## src/hdl/clock_multiplier_control_pkg.sv

```systemverilog
package clock_multiplier_control_pkg;
   localparam int          ADDR_W         = 12;
   localparam logic [9:0]  CTRL_IDX       = 10'h097;
   localparam logic [9:0]  STAT_IDX       = 10'h098;
   localparam logic [9:0]  CLR_IDX        = 10'h099;
   localparam logic [9:0]  IEN_IDX        = 10'h09a;
   localparam logic [11:0] CTRL_ADDR      = {CTRL_IDX, 2'b00};
   localparam logic [11:0] STAT_ADDR      = {STAT_IDX, 2'b00};
   localparam logic [11:0] CLR_ADDR       = {CLR_IDX, 2'b00};
   localparam logic [11:0] IEN_ADDR       = {IEN_IDX, 2'b00};
   localparam logic [7:0]  CTRL_RESET     = 8'h00;
   localparam int          EN_BIT         = 7;
   localparam int          INIT_BIT       = 6;
   localparam int          RDY_BIT        = 5;
   localparam int          DIV_LSB        = 2;
   localparam int          SEL_LSB        = 0;
   localparam int          SEL_EXT_BIT    = 0;
   localparam int          SEL_X4_BIT     = 1;
   localparam int          EV_LOCK        = 0;
   localparam int          EV_UNLOCK      = 1;
   localparam int          EV_W           = 2;
   localparam logic [2:0]  DIV_UNITY      = 3'h2;
   localparam logic [2:0]  DIV_CODE_LO    = 3'h2;
   localparam logic [2:0]  DIV_CODE_HI    = 3'h6;
   localparam logic [3:0]  BURST_LEN      = 4'h4;
   localparam logic [3:0]  ACC_STEP       = 4'h2;
   localparam int          LOCK_EDGES_DEF = 16;

   typedef enum logic [3:0] {
      ST_OFF     = 4'b0001,
      ST_ARMED   = 4'b0010,
      ST_LOCKING = 4'b0100,
      ST_LOCKED  = 4'b1000
   } mode_t;
endpackage

```

## src/hdl/sync2.sv

```systemverilog
`timescale 1ns/100ps
module sync2 #(
   parameter int W = 1
) (
   input  wire logic         clk,
   input  wire logic         rst,
   input  wire logic [W-1:0] d,
   output logic      [W-1:0] q
);
   typedef struct packed {
      logic [W-1:0] s1;
      logic [W-1:0] s2;
   } sync_t;

   sync_t r;
   sync_t n;

   always_comb begin
      n    = r;
      n.s1 = d;
      n.s2 = r.s1;
   end

   always_ff @(posedge clk or posedge rst) begin
      if (rst) begin
         r <= '0;
      end else begin
         r <= n;
      end
   end

   assign q = r.s2;
endmodule

```

## src/hdl/clk_burst_scaler.sv

```systemverilog
`timescale 1ns/100ps
module clk_burst_scaler
   import clock_multiplier_control_pkg::*;
(
   input  wire logic       clk,
   input  wire logic       rst,
   input  wire logic       run,
   input  wire logic       in_edge,
   input  wire logic [2:0] divisor,
   output logic            tick,
   output logic            idle
);
   typedef struct packed {
      logic [3:0] left;
      logic [2:0] acc;
      logic       tick;
   } burst_t;

   burst_t     r;
   burst_t     n;
   logic [3:0] sum;
   logic [3:0] dec;

   always_comb begin
      n      = r;
      n.tick = 1'b0;
      sum    = {1'b0, r.acc} + ACC_STEP;
      dec    = r.left;
      if (!run) begin
         n.left = '0;
         n.acc  = '0;
      end else begin
         // each fast pulse adds two credits; a tick costs divisor credits
         if (r.left != 4'h0) begin
            dec = r.left - 4'h1;
            if (sum >= {1'b0, divisor}) begin
               n.acc  = 3'(sum - {1'b0, divisor});
               n.tick = 1'b1;
            end else begin
               n.acc = sum[2:0];
            end
         end
         n.left = dec;
         // four fast pulses per input edge, then silence; saturates if edges crowd in
         if (in_edge) begin
            n.left = (dec > 4'hb) ? 4'hf : dec + BURST_LEN;
         end
      end
   end

   always_ff @(posedge clk or posedge rst) begin
      if (rst) begin
         r <= '0;
      end else begin
         r <= n;
      end
   end

   assign tick = r.tick;
   assign idle = (r.left == 4'h0);
endmodule

```

## src/hdl/clock_multiplier_ctrl.sv

```systemverilog
// Local design decision: the AHB-Lite register port.
`timescale 1ns/100ps
module clock_multiplier_ctrl
   import clock_multiplier_control_pkg::*;
#(
   parameter int LOCK_EDGES = LOCK_EDGES_DEF
) (
   input  wire logic        clk,
   input  wire logic        rst,
   input  wire logic        hsel,
   input  wire logic [31:0] haddr,
   input  wire logic [1:0]  htrans,
   input  wire logic        hwrite,
   input  wire logic [2:0]  hsize,
   input  wire logic [31:0] hwdata,
   input  wire logic        hready,
   output logic             hreadyout,
   output logic             hresp,
   output logic      [31:0] hrdata,
   input  wire logic        int_osc,
   input  wire logic        ext_osc,
   output logic             mult_tick,
   output logic             mult_lock,
   output logic             irq
);
   typedef struct packed {
      logic              en;
      logic              init;
      logic [2:0]        div;
      logic [1:0]        sel;
      mode_t             st;
      logic [7:0]        cnt;
      logic              osc_q;
      logic              half;
      logic [EV_W-1:0]   stat;
      logic [EV_W-1:0]   ien;
      logic              irq;
      logic              dph;
      logic              dwr;
      logic [ADDR_W-1:0] dad;
      logic [7:0]        rd;
   } state_t;

   state_t          r;
   state_t          n;
   logic [1:0]      osc_s;
   logic            osc_sel;
   logic            osc_rise;
   logic            in_edge;
   logic            init_go;
   logic            sel_chg;
   logic            a_ok;
   logic            burst_idle;
   logic [2:0]      div_n;
   logic [EV_W-1:0] ev;
   logic [EV_W-1:0] clr;

   // hsize is ignored: only whole-word transfers reach this slave
   sync2 #(
      .W (2)
   ) u_osc_sync (
      .clk (clk),
      .rst (rst),
      .d   ({ext_osc, int_osc}),
      .q   (osc_s)
   );

   function automatic logic [2:0] scale_div(input logic [1:0] sel,
                                            input logic [2:0] code);
      logic [2:0] d;
      d = DIV_UNITY;
      if (sel[SEL_X4_BIT] && code >= DIV_CODE_LO && code <= DIV_CODE_HI) begin
         d = code + 3'h1;
      end
      return d;
   endfunction

   // x2 bases force unity scaling; 000, 001 and reserved 111 give factor one
   assign div_n = scale_div(r.sel, r.div);

   // source pick; the x2 bases halve the oscillator before the x4 stage
   assign osc_sel  = r.sel[SEL_EXT_BIT] ? osc_s[1] : osc_s[0];
   assign osc_rise = osc_sel & ~r.osc_q;
   assign in_edge  = r.sel[SEL_X4_BIT] ? osc_rise : (osc_rise & ~r.half);

   assign a_ok = (haddr[31:ADDR_W] == '0);

   always_comb begin
      n       = r;
      ev      = '0;
      clr     = '0;
      init_go = 1'b0;
      sel_chg = 1'b0;
      n.osc_q = osc_sel;
      if (osc_rise) begin
         n.half = ~r.half;
      end

      // data phase of a write
      if (r.dph && r.dwr) begin
         if (r.dad == CTRL_ADDR) begin
            n.en    = hwdata[EN_BIT];
            n.init  = hwdata[INIT_BIT];
            n.div   = hwdata[DIV_LSB+:3];
            n.sel   = hwdata[SEL_LSB+:2];
            // initialize only counts once the block was already enabled
            init_go = hwdata[INIT_BIT] && hwdata[EN_BIT] && r.en;
            sel_chg = (hwdata[SEL_LSB+:2] != r.sel);
         end else if (r.dad == CLR_ADDR) begin
            clr = hwdata[EV_W-1:0];
         end else if (r.dad == IEN_ADDR) begin
            n.ien = hwdata[EV_W-1:0];
         end
      end

      case (r.st)
         ST_OFF: begin
            if (n.en) begin
               n.st = ST_ARMED;
            end
         end
         ST_ARMED: begin
            if (init_go) begin
               n.st  = ST_LOCKING;
               n.cnt = '0;
            end
         end
         ST_LOCKING: begin
            if (in_edge) begin
               if (r.cnt == 8'(LOCK_EDGES - 1)) begin
                  n.st         = ST_LOCKED;
                  ev[EV_LOCK]  = 1'b1;
               end else begin
                  n.cnt = r.cnt + 8'h01;
               end
            end
         end
         ST_LOCKED: begin
            n.st = ST_LOCKED;
         end
         default: begin
            n.st = ST_OFF;
         end
      endcase

      // clearing enable drops the lock state and the edge count; a new source must relock
      if (!n.en) begin
         n.st  = ST_OFF;
         n.cnt = '0;
      end else if (sel_chg && r.st != ST_OFF) begin
         n.st = ST_ARMED;
      end
      if (r.st == ST_LOCKED && n.st != ST_LOCKED) begin
         ev[EV_UNLOCK] = 1'b1;
      end

      // set wins over clear in the same cycle
      n.stat = (r.stat & ~clr) | ev;
      n.irq  = |(n.stat & n.ien);

      // address phase; read data come from the post-write state
      n.dph = hsel && hready && htrans[1];
      n.dwr = hwrite;
      n.dad = a_ok ? haddr[ADDR_W-1:0] : '1;
      n.rd  = '0;
      if (n.dph && !hwrite && a_ok) begin
         if (haddr[ADDR_W-1:0] == CTRL_ADDR) begin
            n.rd[EN_BIT]        = n.en;
            n.rd[INIT_BIT]      = n.init & ~n.en;
            n.rd[RDY_BIT]       = (n.st == ST_LOCKED);
            n.rd[DIV_LSB+:3]    = n.div;
            n.rd[SEL_LSB+:2]    = n.sel;
         end else if (haddr[ADDR_W-1:0] == STAT_ADDR) begin
            n.rd[EV_W-1:0] = n.stat;
         end else if (haddr[ADDR_W-1:0] == IEN_ADDR) begin
            n.rd[EV_W-1:0] = n.ien;
         end
      end
   end

   always_ff @(posedge clk or posedge rst) begin
      if (rst) begin
         r       <= '0;
         r.en    <= CTRL_RESET[EN_BIT];
         r.init  <= CTRL_RESET[INIT_BIT];
         r.div   <= CTRL_RESET[DIV_LSB+:3];
         r.sel   <= CTRL_RESET[SEL_LSB+:2];
         r.st    <= ST_OFF;
      end else begin
         r <= n;
      end
   end

   // ticks run only while locked, so the output is stable when seen
   clk_burst_scaler u_burst (
      .clk     (clk),
      .rst     (rst),
      .run     (r.st == ST_LOCKED),
      .in_edge (in_edge),
      .divisor (div_n),
      .tick    (mult_tick),
      .idle    (burst_idle)
   );

   assign mult_lock = (r.st == ST_LOCKED);
   assign irq       = r.irq;
   assign hreadyout = 1'b1;
   assign hresp     = 1'b0;
   assign hrdata    = {24'h000000, r.rd};

   property p_quiet_unlocked;
      @(posedge clk) disable iff (rst)
         (r.st != ST_LOCKED) |=> ##1 !mult_tick;
   endproperty

   a_tick_only_locked: assert property (p_quiet_unlocked)
      else $error("tick while not locked");

   a_burst_four_ticks: assert property (
      @(posedge clk) disable iff (rst)
         (mult_lock && in_edge && burst_idle && div_n == DIV_UNITY)
         |=> ##1 (mult_tick || !mult_lock)[*4])
      else $error("burst of four ticks missing");

   a_init_reads_zero: assert property (
      @(posedge clk) disable iff (rst)
         (n.dph && !hwrite && a_ok && haddr[ADDR_W-1:0] == CTRL_ADDR && n.en)
         |=> !hrdata[INIT_BIT])
      else $error("initialize bit read as one while enabled");

   a_ready_bit_read: assert property (
      @(posedge clk) disable iff (rst)
         (n.dph && !hwrite && a_ok && haddr[ADDR_W-1:0] == CTRL_ADDR)
         |=> hrdata[RDY_BIT] == mult_lock)
      else $error("ready bit disagrees with lock");

   a_lock_after_init: assert property (
      @(posedge clk) disable iff (rst)
         $rose(mult_lock) |-> $past(r.st == ST_LOCKING) && $past(in_edge))
      else $error("lock without initialization");

   a_disable_unlocks: assert property (
      @(posedge clk) disable iff (rst)
         (r.dph && r.dwr && r.dad == CTRL_ADDR && !hwdata[EN_BIT])
         |=> !mult_lock ##1 !mult_lock)
      else $error("still locked after disable");

   a_x2_ignores_scale: assert property (
      @(posedge clk) disable iff (rst)
         !r.sel[SEL_X4_BIT] |-> div_n == DIV_UNITY)
      else $error("scaling applied to a x2 base");

   a_scale_map: assert property (
      @(posedge clk) disable iff (rst)
         (r.sel[SEL_X4_BIT] && r.div >= DIV_CODE_LO && r.div <= DIV_CODE_HI)
         |-> div_n == r.div + 3'h1)
      else $error("wrong scale divisor");

   a_scale_unity: assert property (
      @(posedge clk) disable iff (rst)
         (r.div == 3'h0 || r.div == 3'h1) |-> div_n == DIV_UNITY)
      else $error("codes 000 and 001 not unity");

   a_x4_every_edge: assert property (
      @(posedge clk) disable iff (rst)
         (r.sel[SEL_X4_BIT] && osc_rise) |-> in_edge)
      else $error("x4 base missed an edge");

   a_x2_halves: assert property (
      @(posedge clk) disable iff (rst)
         (!r.sel[SEL_X4_BIT] && osc_rise && r.half) |-> !in_edge)
      else $error("x2 base did not halve");

   a_scale_reserved: assert property (
      @(posedge clk) disable iff (rst)
         (r.sel[SEL_X4_BIT] && r.div == 3'h7) |-> div_n == DIV_UNITY)
      else $error("reserved scale code not unity");

   a_lock_sets_status: assert property (
      @(posedge clk) disable iff (rst)
         $rose(mult_lock) |-> r.stat[EV_LOCK])
      else $error("lock gained without status event");

   a_unlock_sets_status: assert property (
      @(posedge clk) disable iff (rst)
         $fell(mult_lock) |-> r.stat[EV_UNLOCK])
      else $error("lock lost without status event");

   a_clear_drops_status: assert property (
      @(posedge clk) disable iff (rst)
         (r.dph && r.dwr && r.dad == CLR_ADDR && hwdata[EV_LOCK] && !ev[EV_LOCK])
         |=> !r.stat[EV_LOCK])
      else $error("status bit survived its clear");

   a_locking_needs_enable: assert property (
      @(posedge clk) disable iff (rst)
         (r.st == ST_LOCKING) |-> r.en)
      else $error("locking while disabled");

   a_off_when_disabled: assert property (
      @(posedge clk) disable iff (rst)
         !r.en |-> (r.st == ST_OFF && r.cnt == 8'h00))
      else $error("state kept while disabled");

   a_irq_level: assert property (
      @(posedge clk) disable iff (rst)
         irq == (|(r.stat & r.ien)))
      else $error("interrupt disagrees with enabled status");

   a_rdata_idle_zero: assert property (
      @(posedge clk) disable iff (rst)
         !(r.dph && !r.dwr) |-> hrdata == 32'h0)
      else $error("read data outside a read data phase");

   c_lock_seen: cover property (
      @(posedge clk) disable iff (rst) $rose(mult_lock));

   c_tick_burst: cover property (
      @(posedge clk) disable iff (rst) mult_tick ##1 mult_tick);

   c_unlock_irq: cover property (
      @(posedge clk) disable iff (rst) $rose(r.stat[EV_UNLOCK]) ##1 irq);

   c_scaled_ticks: cover property (
      @(posedge clk) disable iff (rst) mult_tick && div_n != DIV_UNITY);

   c_lock_dropped: cover property (
      @(posedge clk) disable iff (rst) $fell(mult_lock));
endmodule

```

## config.mk

```make
export PLATFORM = sky130hd
export DESIGN_NAME = clock_multiplier_ctrl
export DESIGN_NICKNAME = d
export VERILOG_FILES = /design/src/hdl/clock_multiplier_control_pkg.sv /design/src/hdl/sync2.sv /design/src/hdl/clk_burst_scaler.sv /design/src/hdl/clock_multiplier_ctrl.sv
export SDC_FILE = /design/constraint.sdc
export NUM_CORES = 1
export LEC_CHECK = 0
export ABC_CLOCK_PERIOD_IN_PS = 6700
export BUFFER_PORTS_ARGS = -buffer_cell sky130_fd_sc_hd__buf_2
export CORE_UTILIZATION = 55
export CTS_CLUSTER_DIAMETER = 60
export CTS_CLUSTER_SIZE = 24
export DETAILED_ROUTE_END_ITERATION = 10
export GPL_ROUTABILITY_DRIVEN = 0
export GPL_TIMING_DRIVEN = 0
export PLACE_DENSITY = 0.88
export SYNTH_ARGS = -nofsm -noshare
export SYNTH_HDL_FRONTEND = slang
export SYNTH_HIERARCHICAL = 1
export SYNTH_SLANG_ARGS = --single-unit
```

## constraint.sdc

```tcl
create_clock -name clk -period 6.7 [get_ports clk]
set_input_delay 0.335 -clock clk [delete_from_list [all_inputs] [get_ports clk]]
set_output_delay 0.335 -clock clk [all_outputs]
set_load 0.01 [all_outputs]
```

==> impl_metrics.csv, run 1 <==
group,metric,value,unit
run_status,status,"completed",
floorplanning,core,5921,sq um
clocking,cts_root_buf,"clkbuf_8",
critical_path,reg2reg_to,"u_burst/r[1]",
synthesis,yosysSeqAreaShare,0.4433,
critical_path,critPathBufInv,0,
synthesis,synth_area,3390,sq um
floorplanning,die_w,80.51,um
clocking,post_cts_buffers,0,
drt,highest_layer,"met4",
clocking,clock-sinks,60,
clocking,numCtsBuffers,9,
drt,viasPerCell,5.500,
clocking,cts_buffer_depth,2,
global_routing,grt_pass1_wl,11960,um
critical_path,cp-end-kind,"flop",
clocking,clk_pin_slew,0.07,ns
power_and_ir_drop,peakVddDrop,154.2,uV
synthesis,synthDistinctLibCells,76,
layout,drive_above_1_share,0.3388,
drt,dr.pass1.iters,4,
drt,dr_wl_met2,3722,um
layout,antenna_cells,0,
power_and_ir_drop,p_int,0.6385,mW
critical_path,cp_max_fo,6,
critical_path,r2r_start,"r[43]",
place,portBuffers,57,
global_routing,antenna_found_initial,0,
critical_path,critPathArrivalTime,2.86,ns
layout,nFillCells,411,
synthesis,synth_top_cell_by_area,"dfrtp_1",
synthesis,synthCells,326,
power_and_ir_drop,power_frac_comb,0.112,
worst_hold_path,min_from,"ext_osc",
timing,drv_slew,0,
worst_hold_path,hp-class,"in -> reg",
timing,worstMarginPinSlew,0.8273,ns
timing,finalSetupViolCount,0,
critical_path,cp_slowest_cell,"fa_1",
floorplanning,rows,28,
drt,wl,7182,um
drt,drtIter0Drc,172,
critical_path,startpoint,"r[43]",
synthesis,yosys_warnings,6,
layout,syn2layout_area_growth,21.11,%
power_and_ir_drop,seq_power_share,0.460,
drt,wl_met3,409,um
power_and_ir_drop,p_clk_frac,0.428,
place,dp.final_hpwl,5111,um
power_and_ir_drop,switching_power,0.2026,mW
floorplanning,dieArea,6481,sq um
critical_path,cpLargestDelayFamily,"compound AO/OA/AOI/OAI gates",
timing,tns,0,ns
synthesis,synth_top_area_share,0.4356,
run,drv_cap,0,
floorplanning,die_y,80.51,um
critical_path,path_cells,"ha_1, a311o_1, fa_1, a21boi_0, o31ai_2, a211oi_1, a41o_2",
synthesis,yosys-top-cells-area,"dfrtp_1 44%, buf_4 7.8%, inv_1 3.1%",
clocking,insertion_delay,0.35,ns
layout,final_nets,504,
clocking,cts_tree,"built",
critical_path,cp_slowest_stage_delay,0.46,ns
power_and_ir_drop,leakagePower,1.959,nW
timing,finalClockSkew,0.004367,ns
critical_path,worstSetupPathDepth,7,
global_routing,grt_max_degree,30,
floorplanning,io_pins,113,
timing,fin_ws,4.079,ns
critical_path,start_kind,"flop",
drt,vias,2750,
synthesis,synth_seq_cells,60,
critical_path,worst-r2r-cell-count,7,
global_routing,grt_overflow,0,
power_and_ir_drop,power_density,204.9,nW/um^2
timing,period_needed,2.621,ns
critical_path,crit_end,"u_burst/r[1]",
synthesis,synthArstFlopShare,1.000,
clocking,htree_levels,3,
synthesis,syn_avg_cell_area,10.40,sq um
drt,antenna_left,0,
critical_path,cp.required,6.94,ns
global_routing,track_usage,0.2482,
drt,routedWlPerCell,14.36,um
timing,max_freq,381.5,MHz
timing,slew_headroom,0.4327,
clocking,cts_resized,0,
drt,drcViolationCount,0,
place,dp_slack,4.123,ns
power_and_ir_drop,switching_share,0.2409,
timing,finalCritPeriodShare,0.3913,
drt,wl_met1,2893,um
timing,rsz0062_at_grt,"false",
critical_path,rrSetupSlack,4.08,ns
clocking,postCtsHoldBufs,1,
synthesis,synth-edff-count,0,
synthesis,synth_ff_type,"dfrtp_1",
global_routing,first_global_vias,2704,
critical_path,setup.worst_path.class,"reg -> reg",
floorplanning,start_util,0.5725,
timing,hold_viol,0,
==> layout by cell type (no fill, tap or decap), types with 4 or more instances in the layout <==
cell type and instances:
a21oi_1 11, a32oi_1 5, and2_1 4, and3_1 4, buf_2 58, buf_4 35
clkbuf_8 10, conb_1 26, dfrtp_1 59, ha_1 6, inv_1 27, mux2_2 6
mux2i_1 4, nand2_1 13, nand3_1 9, nand4_1 8, nor2_1 13, nor3_1 5
nor4_1 8, o21ai_0 7, o22ai_2 5, or3_1 12
==> synthesized netlist by cell type (all sizes together) (5+ instances only) <==
master and n:
a211oi 5, a21oi 11, a32oi 5, and3 5
buf 38, dfrtp 59, ha 6, inv 28
mux2 6, nand2 14, nand3 9, nand4 8
nor2 13, nor3 5, nor4 8, o21ai 10
o22ai 5, or3 13
==> worst reg2reg max path: cells and delay by family, from the launching register on <==
family | cells | cell delay [ns]
flops | 1 | 0.43
compound gates | 5 | 1.31
fa+ha+maj | 2 | 0.78
==> state kept, by name, indices dropped and copies added, names as in the netlist <==
name	count
r	39
u_osc_sync/q	2
u_osc_sync/n	2
u_burst/r	7
hrdata	8
u_burst/tick	1
irq	1
==> power groups by stage <==
| stage | sequential [mW] | clock [mW] | combinational [mW] |
|---|---|---|---|
| after floorplan | 0.391 | 0 | 0.0634 |
| after global placement | 0.392 | 0 | 0.0872 |
| after detailed placement | 0.393 | 0 | 0.0915 |
| after CTS | 0.387 | 0.365 | 0.0935 |
| after global routing | 0.388 | 0.379 | 0.103 |
| final | 0.387 | 0.360 | 0.0943 |
==> cells by family (layout without fill, tap and decap cells) <==
kind of cell    after synthesis  count (layout)  share of synthesized area
mux                          10              10                    0.03175
flops                        60              60                     0.4433
compound gates               61              61                     0.1417
other cells                   2              26                   0.002216
xor+xnor                      6               6                    0.01551
simple gates                110             110                     0.2078
buf+inv                      69             144                     0.1237
fa+ha+maj                     8               8                    0.03396
==> layer usage <==
| metal | GRT usage | up-vias |
|---|---|---|
| met5 | 0 | - |
| met4 | 0.1161 | 0 |
| met3 | 0.06136 | 13 |
| met2 | 0.4331 | 111 |
| met1 | 0.2832 | 1316 |
| li1 | - | 1310 |
==> stage by stage <==
step	std cells	area (sq um)	hold WS, ns	util	power [mW]
after global routing	500	4105	0.07653	0.6934	0.8704
after CTS	500	4105	0.07782	0.6934	0.8456
after global placement	482	3859	0.2470	0.6517	0.4792
after detailed placement	483	3879	0.2599	0.6551	0.4845
after floorplan	350	3480	0.1011	-	0.4545
final	500	4105	0.08789	0.6934	0.8411
==> layout make-up <==
class                      instances  area [sq um]  area share
tap                               75         93.84     0.02286
clock inverter                     5         75.07     0.01829
clock buffer                      11         141.4     0.03444
buffer                            40         297.8     0.07254
timing repair buffer              59         315.3     0.07681
inverter                          29         121.4     0.02956
multi-input combinational        221          1558      0.3795
sequential                        60          1503      0.3660
==> worst min path at each step <==
stage	to	depth (start not counted)
floorplan	u_osc_sync/n[0]	1
global placement	u_osc_sync/q[1]	2
detailed placement	u_osc_sync/q[1]	2
CTS	u_osc_sync/n[1]	1
global route	u_osc_sync/n[1]	1
finish	u_osc_sync/n[1]	1
Power figures use the tool's default switching activity.
==> run 2, diff against run 1 <==
Settings changed: ABC_CLOCK_PERIOD_IN_PS 6700 to 2700, CORE_UTILIZATION 55 to 51, PLACE_DENSITY 0.88 to 0.83.
Clock period 6.7 ns to 2.7 ns, I/O delays scaled along.
==> impl_metrics.csv, run 2 (synthesis results as in run 1) <==
group,metric,value,unit
timing,finalCritPeriodShare,0.9657,
timing,drv_slew,0,
layout,top_register,"r",
floorplanning,die_y,83.53,um
layout,antenna_cells,0,
power_and_ir_drop,power_density,466.3,nW/um^2
power_and_ir_drop,leakagePower,1.981,nW
floorplanning,rows,29,
clocking,htree_levels,3,
critical_path,r2r_start,"r[43]",
clocking,cts_buffer_depth,2,
drt,wl,6979,um
critical_path,startpoint,"r[43]",
drt,dr.pass1.iters,4,
drt,drtIter0Drc,202,
global_routing,grt_pass1_wl,11840,um
clocking,cts_resized,0,
timing,finalClockSkew,0.01416,ns
timing,tns,0,ns
critical_path,start_kind,"flop",
clocking,numCtsBuffers,9,
drt,antenna_left,0,
global_routing,grt_max_degree,30,
floorplanning,io_pins,113,
clocking,clk_pin_slew,0.06,ns
critical_path,cp.required,2.92,ns
global_routing,grt_overflow,0,
place,dp.final_hpwl,5178,um
timing,slew_headroom,0.4551,
place,portBuffers,57,
layout,syn2layout_area_growth,22.96,%
run,drv_cap,0,
worst_hold_path,min_from,"haddr[5]",
layout,final_nets,514,
drt,viasPerCell,5.344,
timing,period_needed,2.607,ns
timing,hold_slack,0.02004,ns
floorplanning,dieArea,6976,sq um
critical_path,cp-end-kind,"flop",
drt,routedWlPerCell,13.63,um
drt,drcViolationCount,0,
floorplanning,die_w,83.53,um
layout,largest_reg_flops,39,
clocking,cts_root_buf,"clkbuf_8",
critical_path,setup.worst_path.class,"reg -> reg",
clocking,insertion_delay,0.34,ns
global_routing,first_global_vias,2658,
floorplanning,start_util,0.5308,
timing,max_freq,383.5,MHz
clocking,clock-sinks,60,
layout,final_cell_mix,"59 x dfrtp_1, 58 x buf_2, 37 x buf_4",
floorplanning,core,6386,sq um
run_status,status,"completed",
critical_path,critPathArrivalTime,2.83,ns
timing,hold_viol,0,
layout,drive_above_1_share,0.3310,
clocking,cts_tree,"built",
global_routing,antenna_found_initial,0,
global_routing,track_usage,0.2150,
layout,fin_util,0.6526,
timing,finalSetupViolCount,0,
drt,vias,2736,
layout,final_common_cell,"dfrtp_1",
timing,rsz0062_at_grt,"true",
timing,worstMarginPinSlew,0.7947,ns
power_and_ir_drop,peakVddDrop,281.6,uV
critical_path,cp_max_fo,5,
worst_hold_path,hp-class,"in -> reg",
-- run 2: layout make-up --
class,instances,area (sq um)
Buffer,40,297.8
Clock buffer,15,176.4
Clock inverter,1,5.005
Fill cell,495,2218
Inverter,29,121.4
Multi-Input combinational cell,221,1558
Sequential cell,60,1503
Tap cell,77,96.34
Timing Repair Buffer,69,410.4
-- run 2: stage by stage --
| stage | cells | worst slack [ns] | power [mW] | instance area, sq um |
|---|---|---|---|---|
| floorplan | 350 | 0.3250 | 1.128 | 3480 |
| global placement | 484 | 0.2007 | 1.188 | 3861 |
| detailed placement | 485 | 0.09254 | 1.201 | 3881 |
| CTS | 510 | 0.04831 | 1.949 | 4153 |
| global route | 512 | -0.03692 | 2.018 | 4168 |
| finish | 512 | 0.09263 | 1.943 | 4168 |
-- run 2: critical path, cell delays in order (launching register included) --
cell and delay (ns):
dfrtp_1 0.43, ha_1 0.32, a311o_1 0.37, fa_1 0.46, a21boi_0 0.16, o31ai_2 0.35
a211oi_1 0.15, a41o_2 0.26
-- run 2: per-layer routing --
layer / routed length, um / vias up / global-route usage
met5: 0 / - / 0
met4: 182 / 0 / 0.1156
met3: 308 / 16 / 0.04253
met2: 3624 / 88 / 0.3689
met1: 2863 / 1295 / 0.2547
li1: - / 1337 / -
-- run 2: worst paths after layout --
| kind | endpoint | slack, ns | cells past startpoint |
|---|---|---|---|
| setup / recovery | u_burst/r[1] | 0.09 | 7 |
| max in group asynchronous | r[37] | 1.76 | 4 |
| min in group asynchronous | u_osc_sync/n[0] | 0.26 | 3 |
| hold reg to reg | u_osc_sync/q[1] | 0.36 | 0 |
| setup reg to reg | u_burst/r[1] | 0.09 | 7 |
| hold / removal | r[13] | 0.02 | 2 |
-- run 2: repair_timing --
item,CTS,global route
buffers inserted,0,2
hold buffers,9,0
endpoints found under the hold margin,39,0
endpoints found under the setup margin,0,3
-- run 2: where the power goes --
| group | total (mW) | leakage, nW | internal (mW) | switching (mW) |
|---|---|---|---|---|
| sequential | 0.961 | 0.732 | 0.934 | 0.0264 |
| clock | 0.745 | 0.0937 | 0.408 | 0.337 |
| combinational | 0.237 | 1.16 | 0.118 | 0.120 |
| total | 1.94 | 1.98 | 1.46 | 0.483 |
